File: src/design/inband_code_pkg.sv
// constants for the receive down-code and spare code detectors
// assumes an 8-bit host port and one received bit per strobe on core_clk_i
package inband_code_pkg;
    // host register addresses and register reset value
    localparam logic [7:0] ADDR_INBAND_CTRL = 8'hB6;
    localparam logic [7:0] ADDR_DOWN_HIGH = 8'hBB;
    localparam logic [7:0] ADDR_DOWN_LOW = 8'hBC;
    localparam logic [7:0] ADDR_SPARE_CTRL = 8'hBD;
    localparam logic [7:0] ADDR_SPARE_HIGH = 8'hBE;
    localparam logic [7:0] ADDR_SPARE_LOW = 8'hBF;
    localparam logic [7:0] ADDR_LINE_STATUS3 = 8'h1E;
    localparam logic [7:0] REG_RESET = 8'h00;
    // field layout
    localparam int LEN_FIELD_MSB = 2;
    localparam logic [2:0] LEN_SEL_LONG = 3'h7;
    localparam int DOWN_SEEN_BIT = 6;
    localparam int SPARE_SEEN_BIT = 7;
    // integration time
    localparam int INTEG_TIME_NS = 36_000_000;
    localparam int CLK_PERIOD_NS = 100;
    localparam int INTEG_CYCLES = INTEG_TIME_NS / CLK_PERIOD_NS;
    localparam int INTEG_W = 20;
    // error tolerance: errors allowed per window of received bits
    localparam logic [7:0] ERR_WIN_LAST = 8'hFF;
    localparam logic [3:0] ERR_LIMIT = 4'h8;
    typedef enum logic [0:0] {
        HUNT = 1'b0,
        LOCKED = 1'b1
    } det_state_t;
endpackage : inband_code_pkg

File: src/design/inband_down_spare_code_detector.sv
// receive in-band down-code and spare code detectors with their host registers
// assumes host strobes and received bits are synchronous to core_clk_i
`timescale 1ns/1ps

module code_detector_unit #(
    parameter int INTEG_CYCLES = inband_code_pkg::INTEG_CYCLES
) (
    // clock and reset
    input wire logic core_clk_i,
    input wire logic rst_i,
    // received stream
    input wire logic rx_bit_valid_i,
    input wire logic rx_bit_i,
    // configuration
    input wire logic [7:0] pat_high_i,
    input wire logic [7:0] pat_low_i,
    input wire logic [2:0] len_sel_i,
    input wire logic restart_i,
    // status
    output logic seen_o
);
    inband_code_pkg::det_state_t state;
    inband_code_pkg::det_state_t next_state;
    logic [15:0] shreg;
    logic [3:0] phase;
    logic [7:0] win_cnt;
    logic [3:0] err_cnt;
    logic [inband_code_pkg::INTEG_W-1:0] integ;

    wire is_long = (len_sel_i == inband_code_pkg::LEN_SEL_LONG);
    wire [4:0] plen = is_long ? 5'h10 : {2'h0, len_sel_i} + 5'h01;
    wire [3:0] last_phase = 4'(plen - 5'h01);
    // short codes: upper L bits of the high register, rest ignored
    wire [7:0] short_pat = pat_high_i >> (4'h8 - {1'b0, plen[3:0]});
    wire [15:0] pat16 = is_long ? {pat_high_i, pat_low_i} : {8'h00, short_pat};
    wire [15:0] mask = is_long ? 16'hFFFF : 16'((17'h00001 << plen) - 17'h00001);
    wire [15:0] next_shreg = {shreg[14:0], rx_bit_i};
    wire window_hit = ((next_shreg ^ pat16) & mask) == 16'h0000;
    wire exp_bit = pat16[4'(last_phase - phase)];
    wire bit_err = rx_bit_valid_i && (rx_bit_i != exp_bit);
    wire [3:0] next_err = err_cnt + {3'h0, bit_err};
    wire win_end = rx_bit_valid_i && (win_cnt == inband_code_pkg::ERR_WIN_LAST);
    wire lose_lock = next_err > inband_code_pkg::ERR_LIMIT;
    wire integ_done = integ >= inband_code_pkg::INTEG_W'(INTEG_CYCLES);

    always_comb begin
        next_state = state;
        case (state)
            inband_code_pkg::HUNT: begin
                if (rx_bit_valid_i && window_hit) begin
                    next_state = inband_code_pkg::LOCKED;
                end
            end
            inband_code_pkg::LOCKED: begin
                if (lose_lock) begin
                    next_state = inband_code_pkg::HUNT;
                end
            end
            default: next_state = inband_code_pkg::HUNT;
        endcase
        if (restart_i) begin
            next_state = inband_code_pkg::HUNT;
        end
    end

    always_ff @(posedge core_clk_i or posedge rst_i) begin
        if (rst_i) begin
            state <= inband_code_pkg::HUNT;
            shreg <= 16'h0000;
        end else begin
            state <= next_state;
            if (rx_bit_valid_i) begin
                shreg <= next_shreg;
            end
        end
    end

    // bit phase and error window while locked
    always_ff @(posedge core_clk_i or posedge rst_i) begin
        if (rst_i) begin
            phase <= 4'h0;
            win_cnt <= 8'h00;
            err_cnt <= 4'h0;
        end else if (state != inband_code_pkg::LOCKED || next_state != state) begin
            phase <= 4'h0;
            win_cnt <= 8'h00;
            err_cnt <= 4'h0;
        end else if (rx_bit_valid_i) begin
            phase <= (phase == last_phase) ? 4'h0 : phase + 4'h1;
            win_cnt <= win_cnt + 8'h01;
            err_cnt <= win_end ? 4'h0 : next_err;
        end
    end

    // integration of a continuously present code
    always_ff @(posedge core_clk_i or posedge rst_i) begin
        if (rst_i) begin
            integ <= '0;
            seen_o <= 1'b0;
        end else if (next_state != inband_code_pkg::LOCKED) begin
            integ <= '0;
            seen_o <= 1'b0;
        end else begin
            if (!integ_done) begin
                integ <= integ + 1'b1;
            end
            seen_o <= integ_done;
        end
    end
endmodule : code_detector_unit

module inband_down_spare_code_detector #(
    parameter int INTEG_CYCLES = inband_code_pkg::INTEG_CYCLES
) (
    // clock and reset
    input wire logic core_clk_i,
    input wire logic rst_i,
    // host register port
    input wire logic [7:0] addr_i,
    input wire logic [7:0] wr_data_i,
    input wire logic wr_i,
    input wire logic rd_i,
    output logic [7:0] rd_data_o,
    // received line stream
    input wire logic rx_bit_valid_i,
    input wire logic rx_bit_i,
    // status
    output logic down_code_seen_flag_o,
    output logic spare_code_seen_flag_o
);
    logic [7:0] inband_code_ctrl_reg;
    logic [7:0] down_pattern_high_reg;
    logic [7:0] down_pattern_low_reg;
    logic [7:0] spare_length_ctrl_reg;
    logic [7:0] spare_pattern_high_reg;
    logic [7:0] spare_pattern_low_reg;
    logic down_seen;
    logic spare_seen;

    wire sel_ctrl = addr_i == inband_code_pkg::ADDR_INBAND_CTRL;
    wire sel_dn_hi = addr_i == inband_code_pkg::ADDR_DOWN_HIGH;
    wire sel_dn_lo = addr_i == inband_code_pkg::ADDR_DOWN_LOW;
    wire sel_sp_ctrl = addr_i == inband_code_pkg::ADDR_SPARE_CTRL;
    wire sel_sp_hi = addr_i == inband_code_pkg::ADDR_SPARE_HIGH;
    wire sel_sp_lo = addr_i == inband_code_pkg::ADDR_SPARE_LOW;
    wire sel_status = addr_i == inband_code_pkg::ADDR_LINE_STATUS3;
    wire down_restart = wr_i && sel_dn_hi;
    wire spare_restart = wr_i && sel_sp_hi;
    wire [7:0] down_seen_pos = 8'h01 << inband_code_pkg::DOWN_SEEN_BIT;
    wire [7:0] spare_seen_pos = 8'h01 << inband_code_pkg::SPARE_SEEN_BIT;
    wire [7:0] line_status_reg_three = ({8{down_seen}} & down_seen_pos)
        | ({8{spare_seen}} & spare_seen_pos);
    wire [7:0] rd_mux;

    assign rd_mux = sel_ctrl ? inband_code_ctrl_reg :
                    sel_dn_hi ? down_pattern_high_reg :
                    sel_dn_lo ? down_pattern_low_reg :
                    sel_sp_ctrl ? spare_length_ctrl_reg :
                    sel_sp_hi ? spare_pattern_high_reg :
                    sel_sp_lo ? spare_pattern_low_reg :
                    sel_status ? line_status_reg_three : 8'h00;

    always_ff @(posedge core_clk_i or posedge rst_i) begin
        if (rst_i) begin
            inband_code_ctrl_reg <= inband_code_pkg::REG_RESET;
            down_pattern_high_reg <= inband_code_pkg::REG_RESET;
            down_pattern_low_reg <= inband_code_pkg::REG_RESET;
            spare_length_ctrl_reg <= inband_code_pkg::REG_RESET;
            spare_pattern_high_reg <= inband_code_pkg::REG_RESET;
            spare_pattern_low_reg <= inband_code_pkg::REG_RESET;
        end else if (wr_i) begin
            if (sel_ctrl) inband_code_ctrl_reg <= wr_data_i;
            if (sel_dn_hi) down_pattern_high_reg <= wr_data_i;
            if (sel_dn_lo) down_pattern_low_reg <= wr_data_i;
            if (sel_sp_ctrl) spare_length_ctrl_reg <= wr_data_i;
            if (sel_sp_hi) spare_pattern_high_reg <= wr_data_i;
            if (sel_sp_lo) spare_pattern_low_reg <= wr_data_i;
        end
    end

    always_ff @(posedge core_clk_i or posedge rst_i) begin
        if (rst_i) begin
            rd_data_o <= 8'h00;
            down_code_seen_flag_o <= 1'b0;
            spare_code_seen_flag_o <= 1'b0;
        end else begin
            if (rd_i) begin
                rd_data_o <= rd_mux;
            end
            down_code_seen_flag_o <= down_seen;
            spare_code_seen_flag_o <= spare_seen;
        end
    end

    code_detector_unit #(.INTEG_CYCLES(INTEG_CYCLES)) down_det (
        .core_clk_i(core_clk_i),
        .rst_i(rst_i),
        .rx_bit_valid_i(rx_bit_valid_i),
        .rx_bit_i(rx_bit_i),
        .pat_high_i(down_pattern_high_reg),
        .pat_low_i(down_pattern_low_reg),
        .len_sel_i(inband_code_ctrl_reg[inband_code_pkg::LEN_FIELD_MSB:0]),
        .restart_i(down_restart),
        .seen_o(down_seen)
    );

    code_detector_unit #(.INTEG_CYCLES(INTEG_CYCLES)) spare_det (
        .core_clk_i(core_clk_i),
        .rst_i(rst_i),
        .rx_bit_valid_i(rx_bit_valid_i),
        .rx_bit_i(rx_bit_i),
        .pat_high_i(spare_pattern_high_reg),
        .pat_low_i(spare_pattern_low_reg),
        .len_sel_i(spare_length_ctrl_reg[inband_code_pkg::LEN_FIELD_MSB:0]),
        .restart_i(spare_restart),
        .seen_o(spare_seen)
    );
endmodule : inband_down_spare_code_detector

File: config.mk
export PLATFORM = sky130hd
export DESIGN_NAME = inband_down_spare_code_detector
export DESIGN_NICKNAME = d
export VERILOG_FILES = /design/src/design/inband_code_pkg.sv /design/src/design/inband_down_spare_code_detector.sv
export SDC_FILE = /design/constraint.sdc
export NUM_CORES = 1
export LEC_CHECK = 0
export ABC_AREA = 1
export BUFFER_PORTS_ARGS = -buffer_cell sky130_fd_sc_hd__buf_2
export CORE_MARGIN = 2
export CORE_UTILIZATION = 58
export DETAILED_ROUTE_END_ITERATION = 7
export PLACE_DENSITY = 0.84
export SLEW_MARGIN = 25
export SYNTH_ARGS = -nofsm -noshare
export SYNTH_HDL_FRONTEND = slang
export SYNTH_SLANG_ARGS = --single-unit
File: constraint.sdc
create_clock -name core_clk_i -period 4.1 [get_ports core_clk_i]
set_input_delay 0.205 -clock core_clk_i [delete_from_list [all_inputs] [get_ports core_clk_i]]
set_output_delay 0.205 -clock core_clk_i [all_outputs]
set_load 0.05 [all_outputs]
Yosys cells after proc, flatten, opt, wreduce, memory -nomap -nowiden
Cells that the tools add are included.

Bits in registers: 164. Input bits: 22. Word-level logic and storage cells: 144.

Add/subtract/negate cells: 18. Magnitude comparators: 6. Equality and inequality tests: 19. Shift operators: 4. Muxes and demuxes: 47. Bitwise operators: 7. Reductions and logical operators: 20.

Operators by type and width (number): $mux W8 (11); $mux W20 (4); $eq A8 B8 Y1 const B (8); $mux W16 (4); $mux W4 (12); $add A20 B1 Y20 const B (2); $ge A20 B19 Y1 const B (2); $and A16 B16 Y16 (2); $logic_not A16 Y1 (2); $shl A1 B5 Y16 const A (2); $sub A16 B1 Y16 const B (2); $xor A16 B16 Y16 (2); $add A8 B1 Y8 const B (2); $shr A8 B5 Y8 (2); $reduce_and A2 Y1 (6); $lt A4 B5 Y1 const B (2); $mux W1 (10); $mux W5 (2); $sub A4 B4 Y5 const A (2); $add A3 B1 Y4 const B (2); $add A4 B1 Y4 (2); $add A4 B1 Y4 const B (2); $bmux W1 S4 (2); $eq A4 B4 Y1 (2); other kinds (13) (32).

Longest topological paths before layout
Gate-level depths: netlist (run 1).

Word-level depth: 17. Mapped depth: 30. Mapped depth without buffers: 28.

Hierarchy
From an unflattened synthesis (run 1), not the netlist that was laid out.

Cells, all modules: 1573. Area, all modules: 11404.7 um2.

By module, submodules not included: code_detector_unit at spare_det (times used 1, cells an instance 625, area each 4385.5 um2); code_detector_unit at down_det (times used 1, cells an instance 615, area each 4224.1 um2); inband_down_spare_code_detector (times used 1, cells an instance 333, area each 2795.2 um2).

Least setup slack after synthesis (run 1)
Ideal clock, no wire load.

Path type: flip-flop to flip-flop. From: reg inband_code_ctrl_reg[0]. To: reg down_det.win_cnt[2]. Arrival time: 4.240 ns. Required time: 4.014 ns. Slack: -0.226 ns. Stages on the path, launching flop included: 22. Path buffers: 2. Path through: dfrtp_1 -> ha_1 -> nand2_4 -> nand2_1 -> buf_2 -> inv_1 -> ha_1 -> fa_1 -> inv_1 -> o21ai_0 -> a21oi_1 -> o21ai_0 -> or3b_2 -> a21oi_1 -> nor2_1 -> ha_1 -> ha_1 -> xor2_1 -> o31ai_1 -> nand3_1 -> buf_2 -> nor3_1.

Word-level cells in the longest chain between the ends: 17. Elaborated cells between the ends (all ways): 29.

Ends and longest elaborated chain: start: declaration (RTL line inband_down_spare_code_detector.sv:131) `logic [7:0] inband_code_ctrl_reg;`; start signal: assignment (RTL line inband_down_spare_code_detector.sv:165) `inband_code_ctrl_reg <= inband_code_pkg::REG_RESET;`; start signal: assignment (RTL line inband_down_spare_code_detector.sv:172) `if (sel_ctrl) inband_code_ctrl_reg <= wr_data_i;`; $add A3 B1 Y4 or $eq A3 B3 Y1 (tied branches) (RTL line inband_down_spare_code_detector.sv:31, inband_down_spare_code_detector.sv:30); $mux W5 (RTL line inband_down_spare_code_detector.sv:31) `wire [4:0] plen = is_long ? 5'h10 : {2'h0, len_sel_i} + 5'h01;`; $sub A4 B4 Y5 (RTL line inband_down_spare_code_detector.sv:34) `wire [7:0] short_pat = pat_high_i >> (4'h8 - {1'b0, plen[3:0]});`; $shr A8 B5 Y8 (RTL line inband_down_spare_code_detector.sv:34); $mux W16 (RTL line inband_down_spare_code_detector.sv:35) `wire [15:0] pat16 = is_long ? {pat_high_i, pat_low_i} : {8'h00, short_pat};`; $bmux W1 S4 (RTL line inband_down_spare_code_detector.sv:39) `wire exp_bit = pat16[4'(last_phase - phase)];`; $mux W1 (implied by the code) (RTL line inband_down_spare_code_detector.sv:39); $ne A1 B1 Y1 (RTL line inband_down_spare_code_detector.sv:40) `wire bit_err = rx_bit_valid_i && (rx_bit_i != exp_bit);`; $logic_and A1 B1 Y1 (RTL line inband_down_spare_code_detector.sv:40); $add A4 B1 Y4 (RTL line inband_down_spare_code_detector.sv:41) `wire [3:0] next_err = err_cnt + {3'h0, bit_err};`; $gt A4 B4 Y1 (RTL line inband_down_spare_code_detector.sv:43) `wire lose_lock = next_err > inband_code_pkg::ERR_LIMIT;`; $mux W1 (RTL line inband_down_spare_code_detector.sv:55) `if (lose_lock) begin`; $pmux W1 S2 * (RTL line inband_down_spare_code_detector.sv:48) `case (state)`; $mux W1 * (RTL line inband_down_spare_code_detector.sv:61) `if (restart_i) begin`; $ne A1 B1 Y1 * (RTL line inband_down_spare_code_detector.sv:84) `end else if (state != inband_code_pkg::LOCKED || next_state != state) begin`; $logic_or A1 B1 Y1 * (RTL line inband_down_spare_code_detector.sv:84); $mux W8 or $reduce_bool A2 Y1 (tied branches); end signal: assignment (RTL line inband_down_spare_code_detector.sv:90) `win_cnt <= win_cnt + 8'h01;`; end: declaration (RTL line inband_down_spare_code_detector.sv:26) `logic [7:0] win_cnt;`.

Mark *: on every way between the ends. The rest lies on a longest branch, timed or not. The select of a mux whose other input is x is not followed. A chain may end at the register's enable or synchronous reset.

Final worst setup path (run 1)
From: reg spare_length_ctrl_reg[1]. To: reg spare_det.integ[18] (netlist name).

Word-level cells in the longest chain between the ends: 15. Elaborated cells between the ends (all ways): 27.

Ends and longest elaborated chain: start: declaration (RTL line inband_down_spare_code_detector.sv:134) `logic [7:0] spare_length_ctrl_reg;`; start signal: assignment (RTL line inband_down_spare_code_detector.sv:168) `spare_length_ctrl_reg <= inband_code_pkg::REG_RESET;`; start signal: assignment (RTL line inband_down_spare_code_detector.sv:175) `if (sel_sp_ctrl) spare_length_ctrl_reg <= wr_data_i;`; $add A3 B1 Y4 or $eq A3 B3 Y1 (tied branches) (RTL line inband_down_spare_code_detector.sv:31, inband_down_spare_code_detector.sv:30); $mux W5 (RTL line inband_down_spare_code_detector.sv:31); $sub A4 B4 Y5 (RTL line inband_down_spare_code_detector.sv:34); $shr A8 B5 Y8 (RTL line inband_down_spare_code_detector.sv:34); $mux W16 (RTL line inband_down_spare_code_detector.sv:35); $bmux W1 S4 (RTL line inband_down_spare_code_detector.sv:39); $mux W1 (implied by the code) (RTL line inband_down_spare_code_detector.sv:39); $ne A1 B1 Y1 (RTL line inband_down_spare_code_detector.sv:40); $logic_and A1 B1 Y1 (RTL line inband_down_spare_code_detector.sv:40); $add A4 B1 Y4 (RTL line inband_down_spare_code_detector.sv:41); $gt A4 B4 Y1 (RTL line inband_down_spare_code_detector.sv:43); $mux W1 (RTL line inband_down_spare_code_detector.sv:55); $pmux W1 S2 * (RTL line inband_down_spare_code_detector.sv:48); $mux W1 * (RTL line inband_down_spare_code_detector.sv:61); $ne A2 B2 Y1 (no line) or $mux W20 (tied branches); end signal: assignment (RTL line inband_down_spare_code_detector.sv:105) `integ <= integ + 1'b1;`; end: declaration (RTL line inband_down_spare_code_detector.sv:28) `logic [inband_code_pkg::INTEG_W-1:0] integ;`.

Marked as above.

==> key figures, run 1 <==
Placed design
  – Placement Cell Area: 11100 µm²
  – Port Buffers: 31
  – Number of instances in the placed design: 1730
  – Gpl congestion: 0.992
  – DPL Wire Length: 20800 µm

Outcome
  – Status: finished with violations
  – Failing checks: negative hold slack

Global routing
  – Total gr overflow: 0
  – Vias in the first global route: 9510
  – Initial antenna violation count: 0
  – Global-route wire length before repair: 45400 µm
  – Tot GR Track Use: 0.290
  – Pin count of the biggest net entering global routing: 150

Clock network
  – Clock Path Buffers: 2
  – TritonCTS Buffers: 17
  – Clock Pin Slew Worst Setup and Hold Paths: 0.07 ns
  – H-tree level count: 4
  – Sink Count: 149
  – CTS tree: done
  – Clock root buffer master: clkbuf_16
  – Clock Latency Late Sink: 0.43 ns

Synthesis
  – Post-synth top area share: 0.357
  – Post-Syn Instances: 1459
  – Syn_nets: 1527
  – Largest cells by area after synthesis: dfrtp_1 (36%), nand2_1 (13%), nand3_1 (8.7%)
  – Synth warn: 0
  – #FFs+latches synth: 149
  – Mapped Area: 10400 µm²
  – Post-synthesis simple-gate area fraction: 0.341
  – Post-Synth XOR/XNOR Area: 0.0620
  – Multiplexer area fraction after synthesis: 0.00216
  – Seq/Total Area, Yosys: 0.357
  – Synthesized-area fraction occupied by adder cells: 0.0565
  – Yosys top cell by area: dfrtp_1
  – Syn avg cell area: 7.16 µm²
  – Largest family of logic cells by synthesized area: simple AND/OR/NAND/NOR gates
  – Synth Area in Compound Gates: 0.102
  – Distinct cells, synth: 53

Final layout
  – Fin util: 0.702
  – Layout cells sized above 1: 0.190
  – Fin area: 12500 µm²
  – Final nets: 1615
  – FILL cells: 1346
  – Layout area overhead: 19.9%
  – Antenna cells: 0
  – Most frequent cells in the layout: nand2_1 (334), nand3_1 (167), inv_1 (154)
  – Most common cell after layout, fill and taps aside: nand2_1
  – Largest regs: down_det.integ x20, spare_det.integ x20, down_det.shreg x15
  – Non-Filler Instances: 1789

Power and ir drop
  – Clk pwr share: 0.285
  – Comb pwr share: 0.386
  – Psw: 2.07 mW
  – Overall power: 5.51 mW
  – Net Sw Frac: 0.377
  – Pwr Density: 440 nW/µm²
  – Flop pwr share: 0.329
  – Pint: 3.43 mW
  – Max rail drop VDD: 0.324 mV
  – Leakage Power: 5.96 nW

Floorplanning
  – Chip height: 138 µm
  – # IOs: 32
  – Rows: 49
  – Die Area: 19100 µm²
  – Initial core utilization: 0.586
  – Die width: 138 µm
  – Core Area: 17800 µm²

Routing
  – Post-Route WL: 30300 µm
  – DR iter-0 viols: 1169
  – Drt pass-1 iters: 6
  – Vias post-DR: 10600
  – Post-route ant nets: 0
  – Routed WL per cell: 16.9 µm
  – DRC viols: 0
  – Avg Vias per Cell: 5.90

Job
  – Max-cap violations: 0

Worst setup path
  – WS Path Type: register to register
  – Crit start category: register
  – Critical Path RT: 4.46 ns
  – CP Max Fanout: 6
  – Arrival @ worst endpoint: 4.38 ns
  – CP endpoint kind: register

STA
  – Relative slew slack: 0.367
  – Final hold violations: 18
  – Least-Margin Pin Slew: 0.940 ns
  – Final critical-path share of the clock period: 0.982
  – Worst hold slack: -0.0133 ns
  – Fmax: 248 MHz
  – Post-layout min period: 4.02 ns
  – Fin. max-slew vios: 0
  – Setup violators final: 0
  – Skew final: 0.00952 ns

Worst hold path
  – Worst min-delay path class: input port to async pin
[synth_stat cells (all sizes together)]
cell,number
nand3b,4
ha,44
a21boi,1
o221ai,4
a32o,1
o31a,1
o21a,1
or3b,1
nor3,19
clkinv,2
o22ai,4
a31oi,1
a21oi,51
nor4,5
nand2,365
o31ai,2
a21o,1
or2,3
o211ai,8
buf,11
o21ai,102
and2,1
clkbuf,23
nand3,187
o21bai,4
xnor2,15
o2111ai,2
and3,1
nor3b,6
inv,171
fa,2
or3,1
o32ai,1
xor2,59
nor2,171
dfrtp,149
a211oi,2
a221oi,5
nand4,26
mux2,2
[worst max-delay path, cell delays in order (launching register included)]
cell and delay (ns):
dfrtp_1 0.42, buf_6 0.15, ha_4 0.17, inv_1 0.10, nand2_1 0.11, nand2_4 0.13
buf_4 0.14, nand2_1 0.06, nand2_1 0.10, nand2_2 0.09, buf_4 0.15, xor2_1 0.20
xor2_1 0.26, inv_1 0.07, nand2_1 0.10, nand3_1 0.08, nand2_1 0.11, nor2_2 0.06
ha_2 0.20, ha_4 0.16, xor2_2 0.15, o31ai_2 0.31, nand2_1 0.12, nand2_2 0.09
nand2_4 0.11, buf_12 0.21, nor2_1 0.09
[logic make-up (layout without fill, tap and decap cells)]
group,count (synthesis),in the layout
AND/OR/NAND/NOR,790,792
adder cells (fa/ha/maj),46,46
flip-flops,149,149
multiplexers,2,2
XOR/XNOR,74,74
buffers and inverters,207,306
AO/OA/AOI/OAI,191,191
[repair_timing]
item	in CTS	in global routing
pin swaps	3	39
hold buffers	0	0
cloned	0	8
resized for setup	3	125
setup endpoints to repair	60	76
buffers inserted	0	19
[stage by stage]
step | TNS [ns] | worst slack (ns)
5_1_grt | -6.19 | -0.142
4_1_cts | 0 | 0.0126
2_1_floorplan | 0 | 0.0112
6_report | 0 | 0.0758
3_5_place_dp | -0.165 | -0.0521
3_3_place_gp | 0 | 0.107
[worst paths after layout]
path / from / endpoint / slack, ns / cells after the start
max: spare_length_ctrl_reg[1] / spare_det.integ[18] / 0.08 / 26
min: rst_i / down_det.integ[15] / -0.01 / 3
max reg2reg: spare_length_ctrl_reg[1] / spare_det.integ[18] / 0.08 / 26
min reg2reg: spare_det.seen_o / spare_code_seen_flag_o / 0.43 / 0
max in group asynchronous: rst_i / spare_length_ctrl_reg[2] / 3.51 / 3
min in group core_clk_i: wr_data_i[4] / down_pattern_high_reg[4] / 0.01 / 3
[power groups by stage]
stage / clock [mW] / combinational [mW] / sequential, mW
2_1_floorplan: 0 / 1.24 / 1.79
3_3_place_gp: 0 / 1.66 / 1.81
3_5_place_dp: 0 / 1.70 / 1.82
4_1_cts: 1.58 / 1.73 / 1.80
5_1_grt: 1.63 / 2.36 / 1.83
6_report: 1.57 / 2.13 / 1.81
[layer usage]
| layer | GRT usage | wire (µm) | up-vias |
|---|---|---|---|
| li1 | - | - | 4948 |
| met2 | 0.468 | 14200 | 531 |
| met4 | 0.129 | 1290 | 0 |
| met5 | 0 | 0 | - |
| met3 | 0.0405 | 2420 | 117 |
| met1 | 0.393 | 12300 | 4968 |
[final cells by class]
type / count / area, µm² / share of cell area
Clock inverter: 13 / 134 / 0.0107
Multi-Input combinational cell: 1105 / 6410 / 0.512
Timing Repair Buffer: 101 / 847 / 0.0676
Clock buffer: 19 / 453 / 0.0362
Tap cell: 229 / 287 / 0.0229
Sequential cell: 149 / 3730 / 0.298
Inverter: 173 / 664 / 0.0531
Note: power is estimated with default switching activity, not from simulation.
==> run 2, diff against run 1 <==
--- a/config.mk
+++ b/config.mk
@@ -10,7 +10,7 @@
 export CORE_MARGIN = 2
 export CORE_UTILIZATION = 58
 export DETAILED_ROUTE_END_ITERATION = 7
-export PLACE_DENSITY = 0.84
+export PLACE_DENSITY = 0.78
 export SLEW_MARGIN = 25
 export SYNTH_ARGS = -nofsm -noshare
 export SYNTH_HDL_FRONTEND = slang
==> key figures, run 2 (synthesis gave the netlist of run 1 again) <==
Clock network
  – Clock Path Buffers: 2
  – H-tree level count: 4
  – Clock Latency Late Sink: 0.42 ns
  – TritonCTS Buffers: 17
  – Sink Count: 149
  – Clock Pin Slew Worst Setup and Hold Paths: 0.06 ns
  – CTS tree: done
  – Clock root buffer master: clkbuf_16

Final layout
  – Antenna cells: 0
  – Layout area overhead: 20.8%
  – Most frequent cells in the layout: nand2_1 (333), nand3_1 (163), inv_1 (154)
  – Largest regs: down_det.integ x20, spare_det.integ x20, down_det.shreg x15
  – FILL cells: 1433
  – Register area: 3730 µm²
  – Fin area: 12600 µm²
  – Area of the multi-input gates: 6450 µm²
  – Most common cell after layout, fill and taps aside: nand2_1
  – Layout cells sized above 1: 0.195
  – Final nets: 1615
  – Non-Filler Instances: 1788

Global routing
  – Initial antenna violation count: 0
  – Total gr overflow: 0
  – Tot GR Track Use: 0.292
  – Pin count of the biggest net entering global routing: 110
  – Global-route wire length before repair: 46000 µm
  – Vias in the first global route: 9415

Power and ir drop
  – Leakage Power: 6.03 nW
  – Pwr Density: 451 nW/µm²
  – Max rail drop VDD: 0.322 mV
  – Overall power: 5.69 mW

Worst setup path
  – CP endpoint kind: register
  – Critical Path RT: 4.45 ns
  – FF-to-FF path depth: 23
  – Critical path, cell by cell: ha_2 > nand2_4 > nand2_4 > inv_4 > ha_4 > fa_2 > inv_2 > o21ai_1 > a21oi_1 > o21ai_1 > or3b_4 > nand3_2 > nand2_2 > nor2_2 > ha_2 > ha_4 > xor2_4 > o31ai_4 > nand2_1 > nand2_2 > nand2_4 > clkbuf_16 > nor2_1
  – CP Max Fanout: 6
  – CP Launch Point: inband_code_ctrl_reg[0]
  – CP max-delay cell: fa_2
  – Reg2reg end: down_det.integ[8]
  – Register-to-Register Setup Slack: 0.09 ns
  – CP dominant cell by count: nand2_4
  – Crit start category: register
  – CP Capture Point: down_det.integ[8]
  – Arrival @ worst endpoint: 4.35 ns
  – FF-to-FF Start: inband_code_ctrl_reg[0]
  – WS Path Type: register to register
  – Critical Path Max Stage Delay: 0.58 ns

Routing
  – Avg Vias per Cell: 5.68
  – Vias post-DR: 10200
  – Post-route ant nets: 0
  – Routed WL per cell: 16.5 µm
  – DR iter-0 viols: 913
  – Post-Route WL: 29500 µm
  – Drt pass-1 iters: 5
  – DRC viols: 0

Floorplanning
  – Initial core utilization: 0.586
  – Core Area: 17800 µm²
  – Die width: 138 µm
  – Rows: 49
  – Chip height: 138 µm
  – Die Area: 19100 µm²
  – # IOs: 32

Worst hold path
  – Worst Hold Depth: 3
  – Worst min-delay path class: input port to register

Job
  – Max-cap violations: 0

STA
  – Setup violators final: 0
  – Fin. max-slew vios: 0
  – RSZ-0062 raised after global routing: true
  – Least-Margin Pin Slew: 0.930 ns
  – Final setup TNS: 0 ns
  – Final critical-path share of the clock period: 0.977
  – Worst hold slack: 0.0189 ns
  – Skew final: 0.0114 ns
  – Fmax: 250 MHz
  – Final hold violations: 0
  – Post-layout min period: 4.01 ns
  – Relative slew slack: 0.374

Placed design
  – Placement Cell Area: 11100 µm²
  – Number of instances in the placed design: 1733
  – DPL Wire Length: 20600 µm
  – Port Buffers: 31
  – Gpl congestion: 1.01

Outcome
  – Status: finished, final reports clean
-- run 2: per-stage QoR --
stage,util,setup slack (ns)
2_1_floorplan,-,0.0112
3_3_place_gp,0.624,0.0862
3_5_place_dp,0.624,-0.0441
4_1_cts,0.662,0.0164
5_1_grt,0.707,-0.0883
6_report,0.707,0.0948
-- run 2: final cells by class --
class                           count  area share
Timing Repair Buffer              102      0.0679
Clock inverter                     10      0.0133
Multi-Input combinational cell   1104       0.511
Sequential cell                   149       0.295
Inverter                          173      0.0523
Clock buffer                       21      0.0373
Tap cell                          229      0.0227
-- run 2: per-layer routing --
layer  vias to the layer above  wire length (µm)  GRT usage
met5                         -                 0          0
met4                         0               833      0.104
met3                        61              1920     0.0409
met2                       422             13900      0.476
met1                      4733             12900      0.403
li1                       4941                 -          -
-- run 2: how the worst min path moves through the flow --
stage                                 from                       end  slack (ns)
final                         wr_data_i[1]  down_pattern_high_reg[1]        0.02
after global routing          wr_data_i[1]  down_pattern_high_reg[1]        0.03
after CTS                     wr_data_i[1]  down_pattern_high_reg[1]        0.02
after detailed placement  spare_det.seen_o    spare_code_seen_flag_o        0.37
after global placement    spare_det.seen_o    spare_code_seen_flag_o        0.38
after floorplan                   rx_bit_i         down_det.shreg[0]        0.33
-- run 2: timing repair --
item                                    4_1_cts  5_1_grt
pin swaps                                     4       48
gates cloned                                  0        7
hold buffers                                  1        0
endpoints found under the setup margin       19       76
resized for setup                             8      131
setup buffers                                 0       15
endpoints found under the hold margin        40        0
-- run 2: critical path, delay by kind of cell (launching register included) --
family / cells / cell delay [ns]
xor gates and xnor gates: 1 / 0.08
DFF: 1 / 0.39
AOI/OAI and AO/OA: 4 / 0.54
buffers and inverters: 3 / 0.32
and+or+nand+nor: 10 / 1.25
adders and majority gates: 5 / 1.36
-- run 2: power by group --
| part | switching, mW | internal [mW] | total (mW) | leakage (nW) |
|---|---|---|---|---|
| combinational | 1.25 | 0.918 | 2.17 | 3.73 |
| clock | 0.632 | 1.07 | 1.70 | 0.311 |
| sequential | 0.168 | 1.64 | 1.81 | 1.99 |
| total | 2.05 | 3.63 | 5.69 | 6.03 |
==> run 3, diff against run 2 <==
--- a/config.mk
+++ b/config.mk
@@ -5,12 +5,11 @@
 export SDC_FILE = /design/constraint.sdc
 export NUM_CORES = 1
 export LEC_CHECK = 0
-export ABC_AREA = 1
 export BUFFER_PORTS_ARGS = -buffer_cell sky130_fd_sc_hd__buf_2
 export CORE_MARGIN = 2
-export CORE_UTILIZATION = 58
+export CORE_UTILIZATION = 55
 export DETAILED_ROUTE_END_ITERATION = 7
-export PLACE_DENSITY = 0.78
+export PLACE_DENSITY = 0.75
 export SLEW_MARGIN = 25
 export SYNTH_ARGS = -nofsm -noshare
 export SYNTH_HDL_FRONTEND = slang
==> key figures, run 3 <==
Outcome
  – Status: finished with violations
  – Failing checks: negative setup slack

Worst hold path
  – Worst min-delay path class: input port to async pin

Final layout
  – Layout area overhead: 25.8%
  – Largest regs: down_det.integ x20, spare_det.integ x20, down_det.shreg x15
  – Most frequent cells in the layout: buf_4 (151), dfrtp_1 (148), nand2_1 (113)
  – Fin util: 0.701
  – Most common cell after layout, fill and taps aside: buf_4
  – Fin area: 13600 µm²
  – Antenna cells: 0
  – Final nets: 1388
  – Layout cells sized above 1: 0.313

Clock network
  – Clock Latency Late Sink: 0.43 ns
  – Clock root buffer master: clkbuf_16
  – H-tree level count: 4
  – Sink Count: 149
  – TritonCTS Buffers: 17
  – CTS tree: done
  – Cts hold-fix bufs: 0
  – Clock Path Buffers: 2
  – Clock Pin Slew Worst Setup and Hold Paths: 0.07 ns

Synthesis
  – Distinct cells, synth: 97
  – Synth warn: 0
  – #FFs+latches synth: 149
  – Syn avg cell area: 9.22 µm²
  – Seq/Total Area, Yosys: 0.345
  – Post-synth EDFFs: 0
  – Commonest cells post-synth: dfrtp_1 (149), nand2_1 (115), nor2_1 (111)
  – Post-synth top area share: 0.345
  – Ys async rst share: 1.00
  – Mapped Area: 10800 µm²
  – Largest cells by area after synthesis: dfrtp_1 (35%), mux2_2 (6.8%), ha_1 (5.1%)
  – Top FF cell, synth: dfrtp_1
  – Yosys top cell by area: dfrtp_1
  – Top-count cell post-synth: dfrtp_1
  – Post-Syn Instances: 1172
  – Syn_nets: 1240

Floorplanning
  – Die width: 144 µm
  – # IOs: 32
  – Chip height: 144 µm
  – Die Area: 20800 µm²
  – Initial core utilization: 0.557
  – Core Area: 19400 µm²
  – Rows: 51

Global routing
  – Global-route wire length before repair: 53600 µm
  – Total gr overflow: 0
  – Pin count of the biggest net entering global routing: 150
  – Initial antenna violation count: 0
  – Vias in the first global route: 9993
  – Tot GR Track Use: 0.334

Power and ir drop
  – Pwr Density: 443 nW/µm²
  – Max rail drop VDD: 0.303 mV
  – Leakage Power: 6.01 nW

Worst setup path
  – CP max-delay cell: mux4_2
  – CP endpoint kind: register
  – Critical Path Max Stage Delay: 0.51 ns
  – Critical path, cell by cell: ha_4 > a21bo_4 > buf_4 > ha_1 > fa_2 > xor2_2 > mux4_2 > nor2b_1 > a21oi_1 > a31o_2 > and4_1 > o21a_2 > ha_4 > ha_4 > xor2_2 > nor3_2 > o211ai_1 > inv_1 > buf_4 > buf_6 > o21ai_4 > nor2_1
  – FF-to-FF path depth: 22
  – CP dominant cell by count: ha_4
  – Arrival @ worst endpoint: 5.04 ns
  – Critical Path RT: 4.40 ns
  – WS Path Type: register to register
  – CP Max Fanout: 4
  – Crit start category: register

Routing
  – Routed WL per cell: 21.2 µm
  – Post-Route WL: 33800 µm
  – DRC viols: 0
  – Vias post-DR: 10200
  – Drt pass-1 iters: 7
  – Avg Vias per Cell: 6.39
  – DR iter-0 viols: 1062
  – Post-route ant nets: 0

Job
  – Max-cap violations: 0

Placed design
  – Gpl congestion: 1.00
  – DPL Wire Length: 23500 µm
  – Port Buffers: 31
  – Post-place setup slack: -0.707 ns
  – Placement Cell Area: 12300 µm²

STA
  – Skew final: 0.0160 ns
  – Final setup TNS: -33.72 ns
  – Fin. max-slew vios: 0
  – Final hold violations: 0
  – Post-layout min period: 4.74 ns
  – Fmax: 211 MHz
  – Least-Margin Pin Slew: 0.819 ns
  – RSZ-0062 raised after global routing: true
  – Final critical-path share of the clock period: 1.16
  – Worst hold slack: 0.0199 ns
  – Relative slew slack: 0.451
  – Setup violators final: 76
  – Post-route setup slack: -0.639 ns
==> run 3: cell count changes in the layout (fill, tap and decap cells not counted), sizes merged, moves of 17 or more <==
cell | previous run | this run
nand2 | 366 | 115
nand3 | 187 | 49
inv | 174 | 58
buf | 97 | 197
o21ai | 102 | 36
mux2 | 2 | 66
nor2 | 171 | 111
mux2i | 0 | 29
a31oi | 1 | 24
xnor2 | 15 | 38
nor3 | 19 | 39
a22oi | 0 | 17
==> run 3: cell families after synthesis <==
| group | count (synthesis) | synth area share |
|---|---|---|
| buf+inv | 118 | 0.0470 |
| simple gates | 431 | 0.208 |
| flops | 149 | 0.345 |
| fa+ha+maj | 46 | 0.0547 |
| mux | 102 | 0.110 |
| compound gates | 241 | 0.165 |
| xor+xnor | 85 | 0.0696 |
==> run 3: final timing paths <==
check / start / end / slack, ns
min in group core_clk_i: wr_data_i[7] / down_pattern_high_reg[7] / 0.05
hold reg to reg: down_det.seen_o / down_code_seen_flag_o / 0.40
hold / removal: rst_i / down_det.integ[5] / 0.02
setup / recovery: spare_length_ctrl_reg[0] / spare_det.phase[1] / -0.64
max in group asynchronous: rst_i / down_det.shreg[11] / 3.50
setup reg to reg: spare_length_ctrl_reg[0] / spare_det.phase[1] / -0.64
==> run 3: per-layer routing <==
layer | routed length [µm] | vias up | share of wire | GRT usage
li1 | - | 4594 | - | -
met1 | 14100 | 5011 | 0.42 | 0.457
met2 | 15700 | 493 | 0.47 | 0.530
met3 | 2820 | 110 | 0.084 | 0.0623
met4 | 1140 | 0 | 0.034 | 0.124
met5 | 0 | - | 0 | 0
==> run 3: stage by stage <==
step / cells / total power [mW]
2_1_floorplan: 1172 / 3.25
3_3_place_gp: 1542 / 3.86
3_5_place_dp: 1542 / 3.92
4_1_cts: 1593 / 5.94
5_1_grt: 1598 / 6.32
6_report: 1598 / 6.02
==> run 3: power by group <==
group | switching, mW | internal, mW | total [mW]
combinational | 1.28 | 1.15 | 2.43
clock | 0.701 | 0.926 | 1.63
sequential | 0.288 | 1.67 | 1.96
total | 2.27 | 3.74 | 6.02
==> run 3: final cells by class <==
type	count	area [µm²]
Fill cell	1529	5810
Clock inverter	15	180
Tap cell	265	332
Clock buffer	17	425
Multi-Input combinational cell	905	7180
Inverter	49	198
Sequential cell	149	3730
Timing Repair Buffer	198	1550
==> run 3: worst max-delay path: cells and delay by family (launching register included) <==
family | cells | cell delay [ns]
adders and majority gates | 5 | 1.29
AOI/OAI and AO/OA | 6 | 1.10
buffers and inverters | 4 | 0.53
muxes | 1 | 0.51
DFF | 1 | 0.43
and+or+nand+nor | 4 | 0.41
xor gates and xnor gates | 2 | 0.35
==> run 3: repair_timing <==
action,4_1_cts,5_1_grt
endpoints found under the hold margin,0,0
cloned,4,1
gates resized for setup,67,34
buffers inserted,16,13
pin swaps,27,13
setup endpoints to repair,76,76
